[src/shared/lowio_pkg.sv]
// Shared constants and types for the low I/O register space
package lowio_pkg;

    // ------------------------------------------------------------
    // Address views
    // ------------------------------------------------------------
    localparam logic [7:0] LOWIO_IO_TOP = 8'h3f;
    localparam logic [7:0] LOWIO_BIT_TOP = 8'h1f;
    localparam logic [7:0] LOWIO_DATA_OFS = 8'h20;
    localparam logic [7:0] LOWIO_EXT_LO = 8'h60;

    // ------------------------------------------------------------
    // I/O register offsets
    // ------------------------------------------------------------
    localparam logic [5:0] LOWIO_PORT_B_PIN = 6'h03;
    localparam logic [5:0] LOWIO_PORT_B_DIR = 6'h04;
    localparam logic [5:0] LOWIO_PORT_B_OUT = 6'h05;
    localparam logic [5:0] LOWIO_PORT_C_PIN = 6'h06;
    localparam logic [5:0] LOWIO_PORT_C_DIR = 6'h07;
    localparam logic [5:0] LOWIO_PORT_C_OUT = 6'h08;
    localparam logic [5:0] LOWIO_PORT_D_PIN = 6'h09;
    localparam logic [5:0] LOWIO_PORT_D_DIR = 6'h0a;
    localparam logic [5:0] LOWIO_PORT_D_OUT = 6'h0b;
    localparam logic [5:0] LOWIO_EXT_IRQ_MASK = 6'h1d;

    // ------------------------------------------------------------
    // Flag bank: slot 0 timer0, 1 timer1, 2 timer2, 3 pin change, 4 ext irq
    // ------------------------------------------------------------
    localparam int LOWIO_NUM_FLAG_REGS = 5;
    localparam logic [4:0][5:0] LOWIO_FLAG_ADDRS = {6'h1c, 6'h1b, 6'h17, 6'h16, 6'h15};
    localparam logic [4:0][7:0] LOWIO_FLAG_MASKS = {8'h03, 8'h07, 8'h07, 8'h27, 8'h07};

    // ------------------------------------------------------------
    // Implemented bits and reset values
    // ------------------------------------------------------------
    localparam logic [7:0] LOWIO_PORT_C_MASK = 8'h7f;
    localparam logic [7:0] LOWIO_EXT_IRQ_MASK_BITS = 8'h03;
    localparam logic [7:0] LOWIO_RESET_VAL = 8'h00;

    // Access kinds issued by the core
    typedef enum logic [2:0] {
        LOWIO_OP_IO_READ = 3'b000,
        LOWIO_OP_IO_WRITE = 3'b001,
        LOWIO_OP_DATA_LOAD = 3'b010,
        LOWIO_OP_DATA_STORE = 3'b011,
        LOWIO_OP_SET_BIT = 3'b100,
        LOWIO_OP_CLEAR_BIT = 3'b101,
        LOWIO_OP_SKIP_SET = 3'b110,
        LOWIO_OP_SKIP_CLEAR = 3'b111
    } lowio_op_e;

endpackage : lowio_pkg

[src/shared/lowio_flag_if.sv]
// Carrier between the register decoder and the flag bank
`timescale 1ns/1ps
interface lowio_flag_if;
    logic [4:0][7:0] evt;
    logic [4:0][7:0] clr;
    logic [4:0][7:0] flags;

    modport owner (input evt, input clr, output flags);
    modport user (output evt, output clr, input flags);
endinterface : lowio_flag_if

[src/rtl/lowio_flag_bank.sv]
// Sticky event flags, cleared by writing one
`timescale 1ns/1ps
module lowio_flag_bank (
    input wire logic clk_sys_i,
    input wire logic resetn_i,
    lowio_flag_if.owner fl
);
    import lowio_pkg::*;

    typedef struct packed {
        logic [4:0][7:0] flags;
    } lowio_flag_state_s;

    lowio_flag_state_s state_reg;
    lowio_flag_state_s state_next;

    // Event set wins over a same-cycle clear, so no event is lost
    always_comb
    begin
        state_next = state_reg;
        for (int s = 0; s < LOWIO_NUM_FLAG_REGS; s++)
        begin
            state_next.flags[s] = ((state_reg.flags[s] & ~fl.clr[s]) | fl.evt[s])
                & LOWIO_FLAG_MASKS[s];
        end
    end

    // State register
    always_ff @(posedge clk_sys_i or negedge resetn_i)
    begin
        if (!resetn_i)
            state_reg <= '0;
        else
            state_reg <= state_next;
    end

    assign fl.flags = state_reg.flags;
endmodule : lowio_flag_bank

[src/rtl/lowio_regs.sv]
// Low I/O register space: ports, flags, masks and bit access
`timescale 1ns/1ps
module lowio_regs #(
    parameter int DATA_W = 8
) (
    input wire logic clk_sys_i,
    input wire logic resetn_i,
    input wire logic req_valid_i,
    input wire lowio_pkg::lowio_op_e req_op_i,
    input wire logic [7:0] req_addr_i,
    input wire logic [7:0] req_wdata_i,
    input wire logic [2:0] req_bit_i,
    output logic resp_valid_o,
    output logic [7:0] resp_rdata_o,
    output logic resp_skip_o,
    output logic resp_err_o,
    input wire logic [7:0] port_b_pins_i,
    input wire logic [7:0] port_c_pins_i,
    input wire logic [7:0] port_d_pins_i,
    output logic [7:0] port_b_output_latch_o,
    output logic [7:0] port_b_direction_o,
    output logic [7:0] port_c_output_latch_o,
    output logic [7:0] port_c_direction_o,
    output logic [7:0] port_d_output_latch_o,
    output logic [7:0] port_d_direction_o,
    output logic [7:0] ext_irq_mask_o,
    input wire logic [7:0] timer0_evt_i,
    input wire logic [7:0] timer1_evt_i,
    input wire logic [7:0] timer2_evt_i,
    input wire logic [7:0] pin_change_evt_i,
    input wire logic [7:0] ext_irq_evt_i,
    output logic [7:0] timer0_flags_o,
    output logic [7:0] timer1_flags_o,
    output logic [7:0] timer2_flags_o,
    output logic [7:0] pin_change_flags_o,
    output logic [7:0] ext_irq_flags_o
);
    import lowio_pkg::*;

    // ------------------------------------------------------------
    // Elaboration check
    // ------------------------------------------------------------
    if (DATA_W != 8)
    begin : g_bad_width
        $error("lowio_regs serves only an 8-bit data path");
    end

    // ------------------------------------------------------------
    // State
    // ------------------------------------------------------------
    typedef struct packed {
        logic [7:0] b_out;
        logic [7:0] b_dir;
        logic [7:0] b_pin;
        logic [7:0] c_out;
        logic [7:0] c_dir;
        logic [7:0] c_pin;
        logic [7:0] d_out;
        logic [7:0] d_dir;
        logic [7:0] d_pin;
        logic [7:0] irq_mask;
        logic resp;
        logic [7:0] rdata;
        logic skip;
        logic err;
    } lowio_state_s;

    lowio_state_s state_reg;
    lowio_state_s state_next;

    lowio_flag_if fl_if ();

    logic acc_ok;
    logic in_io;
    logic [5:0] io_idx;
    logic [7:0] cur_val;
    logic [7:0] bit_m;
    logic [7:0] wr_val;
    logic [7:0] clr_pat;
    logic is_wr;
    logic is_rd;
    logic is_skip;

    // ------------------------------------------------------------
    // Address decode for the two views
    // ------------------------------------------------------------
    // Data addresses below 0x20 and from 0x60 up belong elsewhere,
    // so they answer without error but read zero here.
    always_comb
    begin
        acc_ok = 1'b0;
        in_io = 1'b0;
        io_idx = 6'h00;
        unique case (req_op_i)
            LOWIO_OP_IO_READ, LOWIO_OP_IO_WRITE:
            begin
                acc_ok = (req_addr_i <= LOWIO_IO_TOP);
                in_io = acc_ok;
                io_idx = req_addr_i[5:0];
            end
            LOWIO_OP_DATA_LOAD, LOWIO_OP_DATA_STORE:
            begin
                acc_ok = 1'b1;
                in_io = (req_addr_i >= LOWIO_DATA_OFS) && (req_addr_i < LOWIO_EXT_LO);
                io_idx = 6'(req_addr_i - LOWIO_DATA_OFS);
            end
            LOWIO_OP_SET_BIT, LOWIO_OP_CLEAR_BIT,
            LOWIO_OP_SKIP_SET, LOWIO_OP_SKIP_CLEAR:
            begin
                acc_ok = (req_addr_i <= LOWIO_BIT_TOP);
                in_io = acc_ok;
                io_idx = req_addr_i[5:0];
            end
        endcase
    end

    // ------------------------------------------------------------
    // Read mux
    // ------------------------------------------------------------
    // Unlisted offsets fall to zero: reserved space reads empty
    always_comb
    begin
        cur_val = 8'h00;
        if (in_io)
        begin
            unique case (io_idx)
                LOWIO_PORT_B_PIN: cur_val = state_reg.b_pin;
                LOWIO_PORT_B_DIR: cur_val = state_reg.b_dir;
                LOWIO_PORT_B_OUT: cur_val = state_reg.b_out;
                LOWIO_PORT_C_PIN: cur_val = state_reg.c_pin;
                LOWIO_PORT_C_DIR: cur_val = state_reg.c_dir;
                LOWIO_PORT_C_OUT: cur_val = state_reg.c_out;
                LOWIO_PORT_D_PIN: cur_val = state_reg.d_pin;
                LOWIO_PORT_D_DIR: cur_val = state_reg.d_dir;
                LOWIO_PORT_D_OUT: cur_val = state_reg.d_out;
                LOWIO_EXT_IRQ_MASK: cur_val = state_reg.irq_mask;
                default:
                begin
                    for (int s = 0; s < LOWIO_NUM_FLAG_REGS; s++)
                    begin
                        if (io_idx == LOWIO_FLAG_ADDRS[s])
                            cur_val = fl_if.flags[s];
                    end
                end
            endcase
        end
    end

    // ------------------------------------------------------------
    // Write value forming
    // ------------------------------------------------------------
    // Bit ops read-modify-write plain registers, but on flags set-bit
    // presents only the addressed bit and clear-bit none, so siblings are never cleared.
    always_comb
    begin
        is_rd = req_valid_i && in_io &&
            (req_op_i == LOWIO_OP_IO_READ || req_op_i == LOWIO_OP_DATA_LOAD);
        is_wr = req_valid_i && in_io &&
            (req_op_i == LOWIO_OP_IO_WRITE || req_op_i == LOWIO_OP_DATA_STORE ||
             req_op_i == LOWIO_OP_SET_BIT || req_op_i == LOWIO_OP_CLEAR_BIT);
        is_skip = req_valid_i && acc_ok &&
            (req_op_i == LOWIO_OP_SKIP_SET || req_op_i == LOWIO_OP_SKIP_CLEAR);
        bit_m = 8'(8'h01 << req_bit_i);
        if (req_op_i == LOWIO_OP_SET_BIT)
        begin
            wr_val = cur_val | bit_m;
            clr_pat = bit_m;
        end
        else if (req_op_i == LOWIO_OP_CLEAR_BIT)
        begin
            wr_val = cur_val & ~bit_m;
            clr_pat = 8'h00;
        end
        else
        begin
            wr_val = req_wdata_i;
            clr_pat = req_wdata_i;
        end
    end

    // ------------------------------------------------------------
    // Next state
    // ------------------------------------------------------------
    // Pins are sampled every cycle; writes to pin inputs and to
    // reserved offsets fall through untouched.
    always_comb
    begin
        state_next = state_reg;
        state_next.b_pin = port_b_pins_i;
        state_next.c_pin = port_c_pins_i & LOWIO_PORT_C_MASK;
        state_next.d_pin = port_d_pins_i;
        fl_if.clr = '0;
        if (is_wr)
        begin
            unique case (io_idx)
                LOWIO_PORT_B_DIR: state_next.b_dir = wr_val;
                LOWIO_PORT_B_OUT: state_next.b_out = wr_val;
                LOWIO_PORT_C_DIR: state_next.c_dir = wr_val & LOWIO_PORT_C_MASK;
                LOWIO_PORT_C_OUT: state_next.c_out = wr_val & LOWIO_PORT_C_MASK;
                LOWIO_PORT_D_DIR: state_next.d_dir = wr_val;
                LOWIO_PORT_D_OUT: state_next.d_out = wr_val;
                LOWIO_EXT_IRQ_MASK:
                    state_next.irq_mask = wr_val & LOWIO_EXT_IRQ_MASK_BITS;
                default:
                begin
                    for (int s = 0; s < LOWIO_NUM_FLAG_REGS; s++)
                    begin
                        if (io_idx == LOWIO_FLAG_ADDRS[s])
                            fl_if.clr[s] = clr_pat;
                    end
                end
            endcase
        end
        // Response fields, one cycle after the request
        state_next.resp = req_valid_i;
        state_next.err = req_valid_i && !acc_ok;
        state_next.rdata = is_rd ? cur_val : 8'h00;
        state_next.skip = is_skip &&
            (cur_val[req_bit_i] == (req_op_i == LOWIO_OP_SKIP_SET));
    end

    // Event inputs feed the flag bank, masked there to implemented bits
    assign fl_if.evt = {ext_irq_evt_i, pin_change_evt_i, timer2_evt_i,
                        timer1_evt_i, timer0_evt_i};

    // ------------------------------------------------------------
    // Flag bank
    // ------------------------------------------------------------
    lowio_flag_bank u_flag_bank (
        .clk_sys_i(clk_sys_i),
        .resetn_i(resetn_i),
        .fl(fl_if.owner)
    );

    // ------------------------------------------------------------
    // State register
    // ------------------------------------------------------------
    always_ff @(posedge clk_sys_i or negedge resetn_i)
    begin
        if (!resetn_i)
            state_reg <= '0;
        else
            state_reg <= state_next;
    end

    // Outputs straight from flops
    assign resp_valid_o = state_reg.resp;
    assign resp_rdata_o = state_reg.rdata;
    assign resp_skip_o = state_reg.skip;
    assign resp_err_o = state_reg.err;
    assign port_b_output_latch_o = state_reg.b_out;
    assign port_b_direction_o = state_reg.b_dir;
    assign port_c_output_latch_o = state_reg.c_out;
    assign port_c_direction_o = state_reg.c_dir;
    assign port_d_output_latch_o = state_reg.d_out;
    assign port_d_direction_o = state_reg.d_dir;
    assign ext_irq_mask_o = state_reg.irq_mask;
    assign timer0_flags_o = fl_if.flags[0];
    assign timer1_flags_o = fl_if.flags[1];
    assign timer2_flags_o = fl_if.flags[2];
    assign pin_change_flags_o = fl_if.flags[3];
    assign ext_irq_flags_o = fl_if.flags[4];
endmodule : lowio_regs

[config.mk]
export PLATFORM = sky130hd
export DESIGN_NAME = lowio_regs
export DESIGN_NICKNAME = d
export VERILOG_FILES = /design/src/shared/lowio_pkg.sv /design/src/shared/lowio_flag_if.sv /design/src/rtl/lowio_flag_bank.sv /design/src/rtl/lowio_regs.sv
export SDC_FILE = /design/constraint.sdc
export NUM_CORES = 1
export LEC_CHECK = 0
export ABC_AREA = 1
export ABC_CLOCK_PERIOD_IN_PS = 2300
export BUFFER_PORTS_ARGS = -buffer_cell sky130_fd_sc_hd__buf_2
export CORE_AREA = 3 3 105 107
export CTS_BUF_LIST = sky130_fd_sc_hd__clkbuf_8
export CTS_CLUSTER_DIAMETER = 30
export CTS_CLUSTER_SIZE = 30
export DETAILED_ROUTE_END_ITERATION = 7
export DIE_AREA = 0 0 108 110
export GPL_TIMING_DRIVEN = 0
export PLACE_DENSITY = 0.9
export SYNTH_ARGS = -nofsm -noshare
export SYNTH_HDL_FRONTEND = slang
export SYNTH_SLANG_ARGS = --single-unit
[constraint.sdc]
create_clock -name clk_sys_i -period 2.3 [get_ports clk_sys_i]
set_input_delay 0 -clock clk_sys_i [delete_from_list [all_inputs] [get_ports clk_sys_i]]
set_output_delay 0 -clock clk_sys_i [all_outputs]
set_load 0.05 [all_outputs]
# After elaboration in Yosys (flattened, before gate mapping)
# Index checks and enable logic that the tools add are counted.
# classes
shifts,1
n_reduce_logical,27
n_addsub,1
n_lt_le_gt_ge,5
bitwise_logic,18
mux,24
eq_ne,23
# op_table
operator,count
2-to-1 mux 8 bit,14
case mux 8 bit (10 select lines),1
2-to-1 mux 34 bit,2
"== test 6 x 5 -> 1 bit, second input constant",6
"== test 6 x 3 -> 1 bit, second input constant",4
"== test 6 x 4 -> 1 bit, second input constant",4
AND reduction 2 bit,7
"== test 3 bit, second input constant",4
case mux 6 bit (2 select lines),1
AND 3 bit,3
NOT 3 bit,3
bitwise OR 3 bit,3
AND 8 bit,1
"greater-or-equal comparator 8 x 6 -> 1 bit, second input constant",1
"less-or-equal comparator 8 x 5 -> 1 bit, second input constant",1
"less-or-equal comparator 8 x 6 -> 1 bit, second input constant",1
logical AND 1 bit,8
"less-than comparator 8 x 7 -> 1 bit, second input constant",1
NOT 8 bit,1
bitwise OR 8 bit,1
"<< shifter 1 x 3 -> 8 bit, first input constant",1
OR reduction 7 bit,1
AND 6 bit,1
"== test 3 x 2 -> 1 bit, second input constant",2
other kinds (21),27
# totals
input_bits,89
register_bits,97
out_inout_bits,107

# Depth between registers and ports, before layout
# Gate-level depths: netlist of run 1.
# depth
ltp_word,15
mapped_depth,18
ltp_nobuf,18

# By module
# From an unflattened synthesis of run 1, not the netlist that was laid out.
# unflattened
hier_cells,839
area_unflattened_um2,5995.8
# modules_own_cells
mod,area_each_um2,seq_area_each_um2,n_inst,cells_per_inst
lowio_regs,5203.7,2052.0,1,738
lowio_flag_bank,792.0,375.4,1,101

# Worst setup path before layout of run 1
# Ideal clock, no wire load.
# synth_timing
path_kind,reg-to-reg
startpoint,"register u_flag_bank.state_reg, in the netlist u_flag_bank.fl.flags[24]"
endpoint,"register state_reg, in the netlist port_b_direction_o[0]"
slack_ns,0.643
path_stages_with_launch,9
required_time_ns,2.234
t_arrival_ns,1.591
path_cell_list,dfrtp_1 nand3b_1 o21ai_0 nor2_1 nand3_1 and2_4 o31ai_4 nand2_1 nand2_1
# synth_via
elab_chain_len,7
word_cells_on_any_way,8
# synth_rtl
item,line,text
start: declaration,lowio_flag_bank.sv:14,lowio_flag_state_s state_reg;
start signal: assignment,lowio_flag_bank.sv:34,state_reg <= state_next;
2-to-1 mux 8 bit * (2 in a row),lowio_regs.sv:141,if (io_idx == LOWIO_FLAG_ADDRS[s])
case mux 8 bit (10 select lines) *,lowio_regs.sv:126,unique case (io_idx)
2-to-1 mux 8 bit *,lowio_regs.sv:124,if (in_io)
AND 8 bit,lowio_regs.sv:171,wr_val = cur_val & ~bit_m;
2-to-1 mux 8 bit,lowio_regs.sv:169,else if (req_op_i == LOWIO_OP_CLEAR_BIT)
2-to-1 mux 8 bit *,lowio_regs.sv:164,if (req_op_i == LOWIO_OP_SET_BIT)
end signal: assignment,lowio_regs.sv:243,state_reg <= state_next;
end: declaration,lowio_regs.sv:68,lowio_state_s state_reg;
# Every way passes the cells marked *; elsewhere a longest branch is shown, timed or not.
# A chain may end at the register's enable or synchronous reset.

==> results.py, run 1 <==
metrics = {
    "run_status": {
        "outcome": "finished, final reports clean",
    },
    "timing": {
        "rsz0062_at_grt": "no",
        "worst_slew_pin_slew_ns": 0.925,
        "slew_violations": 0,
        "hold_viol": 0,
        "tns_ns": 0,
        "skew_ns": 0.0127,
        "timing.final.crit_share_pct": 95.1,
        "slew_headroom_pct": 38.3,
        "post-route-min-period_ns": 2.19,
        "finalSetupViolCount": 0,
        "fmax_mhz": 457,
    },
    "pwr": {
        "leakagePower_nw": 3.97,
        "powerDensity_mw_per_mm2": 519,
        "vdd_drop_max_uv": 506,
        "p_total_mw": 3.78,
    },
    "cells_and_area": {
        "area_delta_synth_final_pct": 28.2,
        "final_common_cell": "nand2_1",
        "fillers": 812,
        "drive_gt1_share_pct": 30.7,
        "n_antenna_cell": 0,
        "multi_input_area_mm2": 0.00235,
        "layout.nets": 1034,
        "largest_reg_flops": 23,
        "ff_latch_area_mm2": 0.00243,
        "most-common-layout-cells": "nand2_1, buf_2, dfrtp_1, buf_4, nand3_1",
    },
    "critical_path": {
        "cp_max_fo": 10,
        "critical_path.endpoint_type": "flop",
        "cp.arrival_ns": 2.44,
        "required_ns": 2.55,
        "critPathSlowestCell": "dlygate4sd3_1",
        "cp_cell_sequence": "dlygate4sd3_1 -> buf_2 -> inv_1 -> nor4_4 -> inv_1 -> buf_2 -> nor4_2 -> nand2_1 -> o21ai_0 -> nand2_1",
        "startpoint_type": "input pin",
        "slowest_delay_ns": 0.55,
        "crit_type": "input pin to flop",
    },
    "routing": {
        "wl_um": 17000,
        "post_drt_wl_per_cell_um": 15.7,
        "via_count": 5655,
        "first_pass_iters": 5,
        "ant_nets": 0,
        "drt_iter0_markers": 659,
        "via_per_inst": 5.21,
        "route.detailed.drc": 0,
    },
    "logic_synthesis": {
        "synth_cell_types": 40,
        "synth_top_area_cell": "dfrtp_1",
        "synth_cells": 725,
        "yosysTopAreaCellShare_pct": 42.7,
        "yosys_warnings": 0,
        "ys_seq_area_share_pct": 42.7,
        "synth_area_leaders": "dfrtp_1, buf_4, nand2_1",
        "syn_area_mm2": 0.00568,
        "ys_seq_elements": 97,
        "avgSynthCellArea_um2": 7.84,
    },
    "floorplanning": {
        "core-area_mm2": 0.0102,
        "dieWidth_um": 108,
        "io_pins": 196,
        "start_util_pct": 55.5,
        "num_rows": 37,
        "fp.dieArea_mm2": 0.0119,
        "die_y_um": 110,
    },
    "global_routing": {
        "grt_pass1_vias": 5332,
        "grt_pass1_wl_um": 26700,
        "track_usage_pct": 28.9,
        "grt_overflow": 0,
        "grt_max_degree": 52,
        "antenna_found_initial": 0,
    },
    "worst_hold_path": {
        "hold_path.class": "input pin to flop",
    },
    "flow_run": {
        "maxCapViolCount": 0,
    },
    "place": {
        "hpwl_um": 12400,
        "place.gp.congestion": 0.962,
        "port_buffers": 135,
    },
    "cts": {
        "post_cts_buffers": 0,
        "htreeDepth": 3,
        "path_clk_slew_ns": 0.09,
        "cts.sinks": 97,
        "cts_buffers": 9,
        "cts-root-buf": "clkbuf_8",
        "cts_tree": "yes",
        "cts_buffer_depth": 2,
        "insertion_delay_ns": 0.36,
    },
}
[Yosys cell counts (all sizes together)]
master and count:
inv 59, clkinv 3, o311ai 1, o21bai 3, nand2 182, a32oi 1, nand4 19, clkbuf 4
dfrtp 97, nand3 76, a21boi 2, a31oi 6, nor3 6, and2 3, conb 1, nor2 83
nand3b 2, buf 103, a21oi 11, o21ai 53, nor4 2, o22ai 1, o31ai 7
[where the power goes]
part | internal, mW | switching (mW) | leakage (nW)
clock | 0.525 | 0.587 | 0.0999
sequential | 1.76 | 0.0456 | 1.21
combinational | 0.283 | 0.576 | 2.66
total | 2.57 | 1.21 | 3.97
[repair_timing]
| action | 4_1_cts | 5_1_grt |
|---|---|---|
| endpoints found under the hold margin | 87 | 0 |
| setup endpoints to repair | 0 | 4 |
| hold buffers | 41 | 0 |
| resized for setup | 0 | 1 |
[critical path: cells and delay by family]
kind | cells | cell delay (ns)
and+or+nand+nor | 4 | 1.00
AOI/OAI and AO/OA | 1 | 0.22
buffers and inverters | 5 | 1.22
[worst paths after layout]
path / startpoint / end / slack, ns / cells after the start
setup / recovery: req_valid_i / u_flag_bank.fl.flags[18]$_DFF_PN0_ / 0.11 / 10
setup reg to reg: port_c_output_latch_o[0]$_DFFE_PN0P_ / port_d_direction_o[0]$_DFFE_PN0P_ / 0.45 / 9
hold reg to reg: port_b_direction_o[6]$_DFFE_PN0P_ / port_b_direction_o[6]$_DFFE_PN0P_ / 0.53 / 2
max in group asynchronous: resetn_i / port_d_direction_o[3]$_DFFE_PN0P_ / 1.46 / 3
hold / removal: req_addr_i[7] / resp_skip_o$_DFF_PN0_ / 0.05 / 6
min in group asynchronous: resetn_i / resp_valid_o$_DFF_PN0_ / 0.18 / 2
[per-stage QoR]
step	worst slack (ns)	utilization [%]	std cells	cell area [um2]	hold WS, ns
after floorplan	0.643	-	757	5800	-0.296
after global placement	0.0564	65.0	1028	6650	0.109
after detailed placement	0.00231	65.3	1029	6680	0.0434
after CTS	0.213	71.2	1085	7280	0.0371
after global routing	0.0219	71.2	1085	7280	0.0728
final	0.112	71.2	1085	7280	0.0482
[cells by family (layout without fill, tap and decap cells)]
kind of cell	Yosys count	count (layout)	synth area share (%)
and+or+nand+nor	373	373	29.6
other	1	33	0.0660
buffers and inverters	169	361	18.0
DFF	97	97	42.7
AOI/OAI and AO/OA	85	85	9.58
[metal layers]
layer / track usage (%) / routed length (um) / vias to the layer above
met4: 10.0 / 464 / 0
met5: 0 / 0 / -
met3: 5.65 / 1650 / 42
met2: 47.0 / 8270 / 323
met1: 39.1 / 6640 / 2624
li1: - / - / 2666
[final cells by class]
| type | instances | share of cell area (%) |
|---|---|---|
| Inverter | 62 | 3.19 |
| Timing Repair Buffer | 177 | 15.3 |
| Clock inverter | 5 | 0.756 |
| Multi-Input combinational cell | 491 | 32.3 |
| Buffer | 107 | 10.9 |
| Sequential cell | 97 | 33.3 |
| Clock buffer | 10 | 1.89 |
| Tap cell | 136 | 2.34 |
No activity file was read; power rests on OpenSTA's default activity.
==> run 2: changes to the inputs <==
RECOVER_POWER = 25   (was default)
==> run 2 against run 1 <==
  * Clock-buffer cell count stayed put
  * First-iteration DRC count decreased by 0.15%
  * Routed wire length is 0.29% lower
  * Final cell count unchanged
  * Sequential share of layout area about the same
  * Non-clock buffer count is the same
  * Total power barely moved
  * Worst setup slack gained 0.017 ns
  * Worst hold slack better by 0.00077 ns
  * Critical path depth unchanged
  * Register-to-register slack gained 0.02 ns
  * Clock skew rose by 0.0024 ns
  * Largest cell class unchanged
  * Highest routed layer unchanged
==> results.py, run 2 (synthesized netlist as in run 1, its figures left out) <==
metrics = {
    "place": {
        "hpwl_um": 12400,
        "dp_slack_ns": 0.00231,
        "place.gp.congestion": 0.962,
        "place_area_mm2": 0.00668,
        "port_buffers": 135,
        "dp.cells": 1029,
    },
    "cts": {
        "post_cts_buffers": 0,
        "insertion_delay_ns": 0.36,
        "path_clk_slew_ns": 0.09,
        "cts-root-buf": "clkbuf_8",
        "htreeDepth": 3,
        "cts_tree": "yes",
        "cts_buffer_depth": 2,
        "cts_buffers": 9,
        "cts.sinks": 97,
    },
    "critical_path": {
        "r2r_slack_ns": 0.47,
        "rr_worst_depth": 9,
        "cp.arrival_ns": 2.42,
        "crit_type": "input pin to flop",
        "r2r_start": "port_c_output_latch_o[0]$_DFFE_PN0P_",
        "startpoint_type": "input pin",
        "cp-startpoint": "req_valid_i",
        "critical_path.endpoint_type": "flop",
        "cp_max_fo": 10,
        "reg2reg_to": "port_d_direction_o[0]$_DFFE_PN0P_",
        "cp-endpoint": "u_flag_bank.fl.flags[18]$_DFF_PN0_",
        "required_ns": 2.55,
    },
    "cells_and_area": {
        "drive_gt1_share_pct": 30.7,
        "most-common-layout-cells": "nand2_1, buf_2, dfrtp_1, buf_4, nand3_1",
        "layout.nets": 1034,
        "design_area_mm2": 0.00728,
        "final_common_cell": "nand2_1",
        "n_antenna_cell": 0,
        "fin_cells": 1085,
        "area_delta_synth_final_pct": 28.1,
        "largest_reg_flops": 23,
    },
    "flow_run": {
        "maxCapViolCount": 0,
    },
    "pwr": {
        "leakagePower_nw": 3.97,
        "powerDensity_mw_per_mm2": 519,
        "vdd_drop_max_uv": 505,
        "p_total_mw": 3.78,
    },
    "routing": {
        "drt_iter0_markers": 658,
        "route.detailed.drc": 0,
        "via_per_inst": 5.23,
        "wl_um": 17000,
        "via_count": 5671,
        "first_pass_iters": 5,
        "post_drt_wl_per_cell_um": 15.7,
        "ant_nets": 0,
    },
    "floorplanning": {
        "die_y_um": 110,
        "fp.dieArea_mm2": 0.0119,
        "num_rows": 37,
        "core-area_mm2": 0.0102,
        "io_pins": 196,
        "start_util_pct": 55.5,
        "dieWidth_um": 108,
    },
    "timing": {
        "tns_ns": 0,
        "finalSetupViolCount": 0,
        "post-route-min-period_ns": 2.17,
        "fin_ws_ns": 0.130,
        "hold_viol": 0,
        "fmax_mhz": 461,
        "slew_violations": 0,
        "skew_ns": 0.0152,
        "rsz0062_at_grt": "no",
        "timing.final.crit_share_pct": 94.4,
        "worst_slew_pin_slew_ns": 1.20,
        "slew_headroom_pct": 19.7,
    },
    "global_routing": {
        "grt_pass1_wl_um": 26700,
        "antenna_found_initial": 0,
        "grt_pass1_vias": 5332,
        "grt_overflow": 0,
        "grt_max_degree": 52,
        "track_usage_pct": 28.9,
    },
    "worst_hold_path": {
        "hold_path.class": "input pin to flop",
    },
    "run_status": {
        "outcome": "finished, final reports clean",
    },
}
run 2: cell types whose count changed in the layout (fill, tap and decap cells not counted):
| cell | change |
|---|---|
| buf_4 | -1 |
| clkbuf_2 | +1 |
run 2: worst min-delay path by stage:
stage | startpoint | to | depth (start not counted)
final | req_addr_i[7] | resp_skip_o$_DFF_PN0_ | 6
after global routing | req_wdata_i[4] | port_b_direction_o[4]$_DFFE_PN0P_ | 3
after CTS | req_addr_i[7] | resp_skip_o$_DFF_PN0_ | 6
after detailed placement | resetn_i | resp_valid_o$_DFF_PN0_ | 1
after global placement | port_d_pins_i[3] | state_reg[22]$_DFF_PN0_ | 1
after floorplan | resetn_i | ext_irq_mask_o[0]$_DFFE_PN0P_ | 0
run 2: area by class of cell:
type                       instances  area [um2]
buffer                           107         792
clock buffer                      10         138
clock inverter                     5        55.1
fill                             812        2950
inverter                          62         233
multi-input combinational        491        2350
sequential                        97        2430
tap                              136         170
timing repair buffer             177        1110
run 2: timing repair:
action	in CTS	in global routing
gates resized for setup	0	1
hold buffers	41	0
endpoints found under the hold margin	87	0
setup endpoints to repair	0	4
run 2: power by group:
group	leakage (nW)	switching, mW	internal (mW)	total (mW)
Combinational	2.66	0.576	0.282	0.858
Sequential	1.21	0.0456	1.76	1.81
Clock	0.0999	0.585	0.525	1.11
Total	3.97	1.21	2.57	3.78
run 2: stage by stage:
stage | hold slack, ns | util (%)
6_report | 0.0489 | 71.2
5_1_grt | 0.0728 | 71.2
4_1_cts | 0.0371 | 71.2
3_5_place_dp | 0.0434 | 65.3
3_3_place_gp | 0.109 | 65.0
2_1_floorplan | -0.296 | -
run 2: critical path, cell delays in order:
cell	delay (ns)
dlygate4sd3_1	0.55
buf_2	0.14
inv_1	0.09
nor4_4	0.39
inv_1	0.19
buf_2	0.24
nor4_2	0.31
nand2_1	0.21
o21ai_0	0.21
nand2_1	0.08
run 2: layer usage:
metal	track usage (%)	vias to the layer above	routed length [um]	part of all wire [%]
li1	-	2667	-	-
met4	10.0	0	478	2.8
met5	0	-	0	0
met1	39.1	2624	6540	39
met3	5.65	44	1740	10
met2	47.0	336	8220	48
==> run 3: changes to the inputs <==
ABC_AREA = default   (was 1)
PLACE_DENSITY = 0.89   (was 0.9)
==> run 3 against run 2 <==
  * Routed wire length increased by 1.6%
  * Final area about the same
  * First-iteration DRC count decreased by 32%
  * Total power decreased by 0.86%
  * Critical path depth decreased by 2
  * Core utilization about the same
  * Global-route usage decreased by 0.17 points
  * Register-to-register slack got worse by 0.37 ns
  * Non-clock buffer count increased by 11
  * Largest power group unchanged
==> results.py, run 3 <==
metrics = {
    "run_status": {
        "outcome": "finished, final reports clean",
    },
    "cells_and_area": {
        "final_common_cell": "buf_2",
        "drive_gt1_share_pct": 38.8,
        "n_antenna_cell": 0,
        "ff_latch_area_mm2": 0.00243,
        "area_delta_synth_final_pct": 28.8,
        "most-common-layout-cells": "buf_2, dfrtp_1, buf_4, nand2_1",
        "layout.nets": 872,
        "design_area_mm2": 0.00728,
        "fillers": 777,
        "fin_cells": 924,
        "largest_reg_flops": 23,
        "multi_input_area_mm2": 0.00249,
    },
    "logic_synthesis": {
        "synth-edff-count": 0,
        "synth_area_leaders": "dfrtp_1, buf_4, mux2_2",
        "avgSynthCellArea_um2": 9.98,
        "synth_cell_types": 78,
        "synth_top_area_cell": "dfrtp_1",
        "yosysMostFrequentCell": "dfrtp_1",
        "yosys_warnings": 0,
        "ys_seq_elements": 97,
        "synthArstFlopShare_pct": 100,
        "yosysTopAreaCellShare_pct": 43.0,
        "synth_common_cells": "dfrtp_1, buf_4, nand2_1",
        "ys_seq_area_share_pct": 43.0,
        "synth_cells": 566,
        "synth_flop_cell": "dfrtp_1",
        "syn_area_mm2": 0.00565,
    },
    "pwr": {
        "p_clk_share_pct": 32.7,
        "p_comb_share_pct": 20.1,
        "powerDensity_mw_per_mm2": 514,
        "p_total_mw": 3.74,
        "leakagePower_nw": 3.61,
        "seq_power_share_pct": 47.1,
        "vdd_drop_max_uv": 416,
        "switching_power_mw": 1.12,
        "swShare_pct": 29.9,
        "power.internal_mw": 2.62,
    },
    "critical_path": {
        "r2r_start": "port_d_output_latch_o[5]$_DFFE_PN0P_",
        "reg2reg_to": "resp_skip_o$_DFF_PN0_",
        "cp_max_fo": 3,
        "crit_type": "flop to flop",
        "cp-startpoint": "port_d_output_latch_o[5]$_DFFE_PN0P_",
        "cp.arrival_ns": 2.46,
        "path_buf_inv": 0,
        "cp_top_family": "compound AO/OA/AOI/OAI gates",
        "required_ns": 2.55,
        "critical_path.endpoint_type": "flop",
        "critPathSlowestCell": "mux4_2",
        "slowest_delay_ns": 0.48,
        "cp_cell_sequence": "mux4_2 -> nand2_1 -> o21ai_0 -> a211o_1 -> nor2_1 -> nor4_2 -> and4_1 -> o2111a_1",
        "r2r_slack_ns": 0.1,
        "startpoint_type": "flop",
        "rr_worst_depth": 8,
    },
    "global_routing": {
        "track_usage_pct": 28.8,
        "grt_max_degree": 56,
        "grt_overflow": 0,
        "grt_pass1_wl_um": 26200,
        "antenna_found_initial": 0,
        "grt_pass1_vias": 5015,
    },
    "cts": {
        "cts_tree": "yes",
        "cts_buffer_depth": 2,
        "cts-root-buf": "clkbuf_8",
        "path_clk_slew_ns": 0.10,
        "cts.sinks": 97,
        "insertion_delay_ns": 0.36,
        "cts_buffers": 9,
        "htreeDepth": 3,
    },
    "floorplanning": {
        "die_y_um": 110,
        "num_rows": 37,
        "core-area_mm2": 0.0102,
        "dieWidth_um": 108,
        "io_pins": 196,
        "fp.dieArea_mm2": 0.0119,
        "start_util_pct": 55.2,
    },
    "timing": {
        "timing.final.crit_share_pct": 95.8,
        "worst_slew_pin_slew_ns": 1.13,
        "skew_ns": 0.00724,
        "hold_viol": 0,
        "post-route-min-period_ns": 2.20,
        "rsz0062_at_grt": "yes",
        "slew_headroom_pct": 25.0,
        "slew_violations": 0,
        "finalSetupViolCount": 0,
        "fin_ws_ns": 0.0957,
        "fmax_mhz": 454,
    },
    "routing": {
        "post_drt_wl_per_cell_um": 18.7,
        "via_count": 5173,
        "via_per_inst": 5.60,
        "wl_um": 17300,
        "route.detailed.drc": 0,
        "drt_iter0_markers": 446,
        "first_pass_iters": 7,
        "ant_nets": 0,
    },
    "place": {
        "hpwl_um": 12500,
        "port_buffers": 132,
        "place_area_mm2": 0.00663,
        "dp_slack_ns": -0.392,
        "place.gp.congestion": 0.916,
        "dp.cells": 867,
    },
    "worst_hold_path": {
        "hold-path-endpoint": "port_c_direction_o[4]$_DFFE_PN0P_",
        "whs_path_depth": 3,
        "hold_start": "req_wdata_i[4]",
        "hold_path.class": "input pin to flop",
    },
    "flow_run": {
        "maxCapViolCount": 0,
    },
}
run 3: cell type report:
cell class / instances / area share, %
clock inverters: 7 / 1.27
repair buffers: 174 / 15.0
flip-flops and latches: 97 / 33.4
multi-input cells: 375 / 34.3
plain buffers: 121 / 11.8
inverters: 5 / 0.258
clock buffers: 9 / 1.70
well taps: 136 / 2.34
run 3: cell families after synthesis:
| family | after synthesis | synth area share, % |
|---|---|---|
| AOI/OAI and AO/OA | 125 | 15.5 |
| xor gates and xnor gates | 1 | 0.155 |
| buffers and inverters | 126 | 15.5 |
| DFF | 97 | 43.0 |
| muxes | 45 | 9.01 |
| other | 1 | 0.0664 |
| and+or+nand+nor | 171 | 16.8 |
run 3: worst reg2reg max path, stage by stage, from the launching register on:
cell and delay, ns:
dfrtp_1 0.42, mux4_2 0.48, nand2_1 0.08, o21ai_0 0.11, a211o_1 0.33, nor2_1 0.17, nor4_2 0.08, and4_1 0.21
o2111a_1 0.23
run 3: repair_timing:
item | 4_1_cts | 5_1_grt
buffers inserted | 0 | 0
endpoints found under the setup margin | 1 | 17
pin swaps | 0 | 1
hold buffers | 41 | 0
hold endpoints to repair | 83 | 0
resized for setup | 2 | 7
run 3: power groups by stage:
stage,Combinational (mW),Clock (mW),Sequential [mW]
after CTS,0.739,1.23,1.76
after detailed placement,0.683,0,1.80
final,0.754,1.23,1.76
after floorplan,0.473,0,1.80
after global placement,0.666,0,1.80
after global routing,0.804,1.30,1.77
run 3: through the flow:
stage	hold slack, ns	setup TNS [ns]	utilization, %
after global routing	0.0238	-0.00811	71.1
after floorplan	-0.296	0	-
after global placement	0.108	-4.44	64.5
after detailed placement	0.0350	-5.74	64.8
after CTS	0.00191	0	71.0
final	0.00996	0	71.1
run 3: worst max path at each step:
stage                                                 to  cells after the start
finish                             resp_skip_o$_DFF_PN0_                      8
global placement       port_b_direction_o[4]$_DFFE_PN0P_                     10
floorplan                          resp_skip_o$_DFF_PN0_                      8
CTS                    port_c_direction_o[5]$_DFFE_PN0P_                      8
global route                       resp_skip_o$_DFF_PN0_                      8
detailed placement  port_b_output_latch_o[4]$_DFFE_PN0P_                     10
run 3: metal layers:
metal	track usage, %	share of wire (%)
met1	38.0	41
met2	48.8	48
met3	4.78	8.5
met4	9.11	3.1
met5	0	0
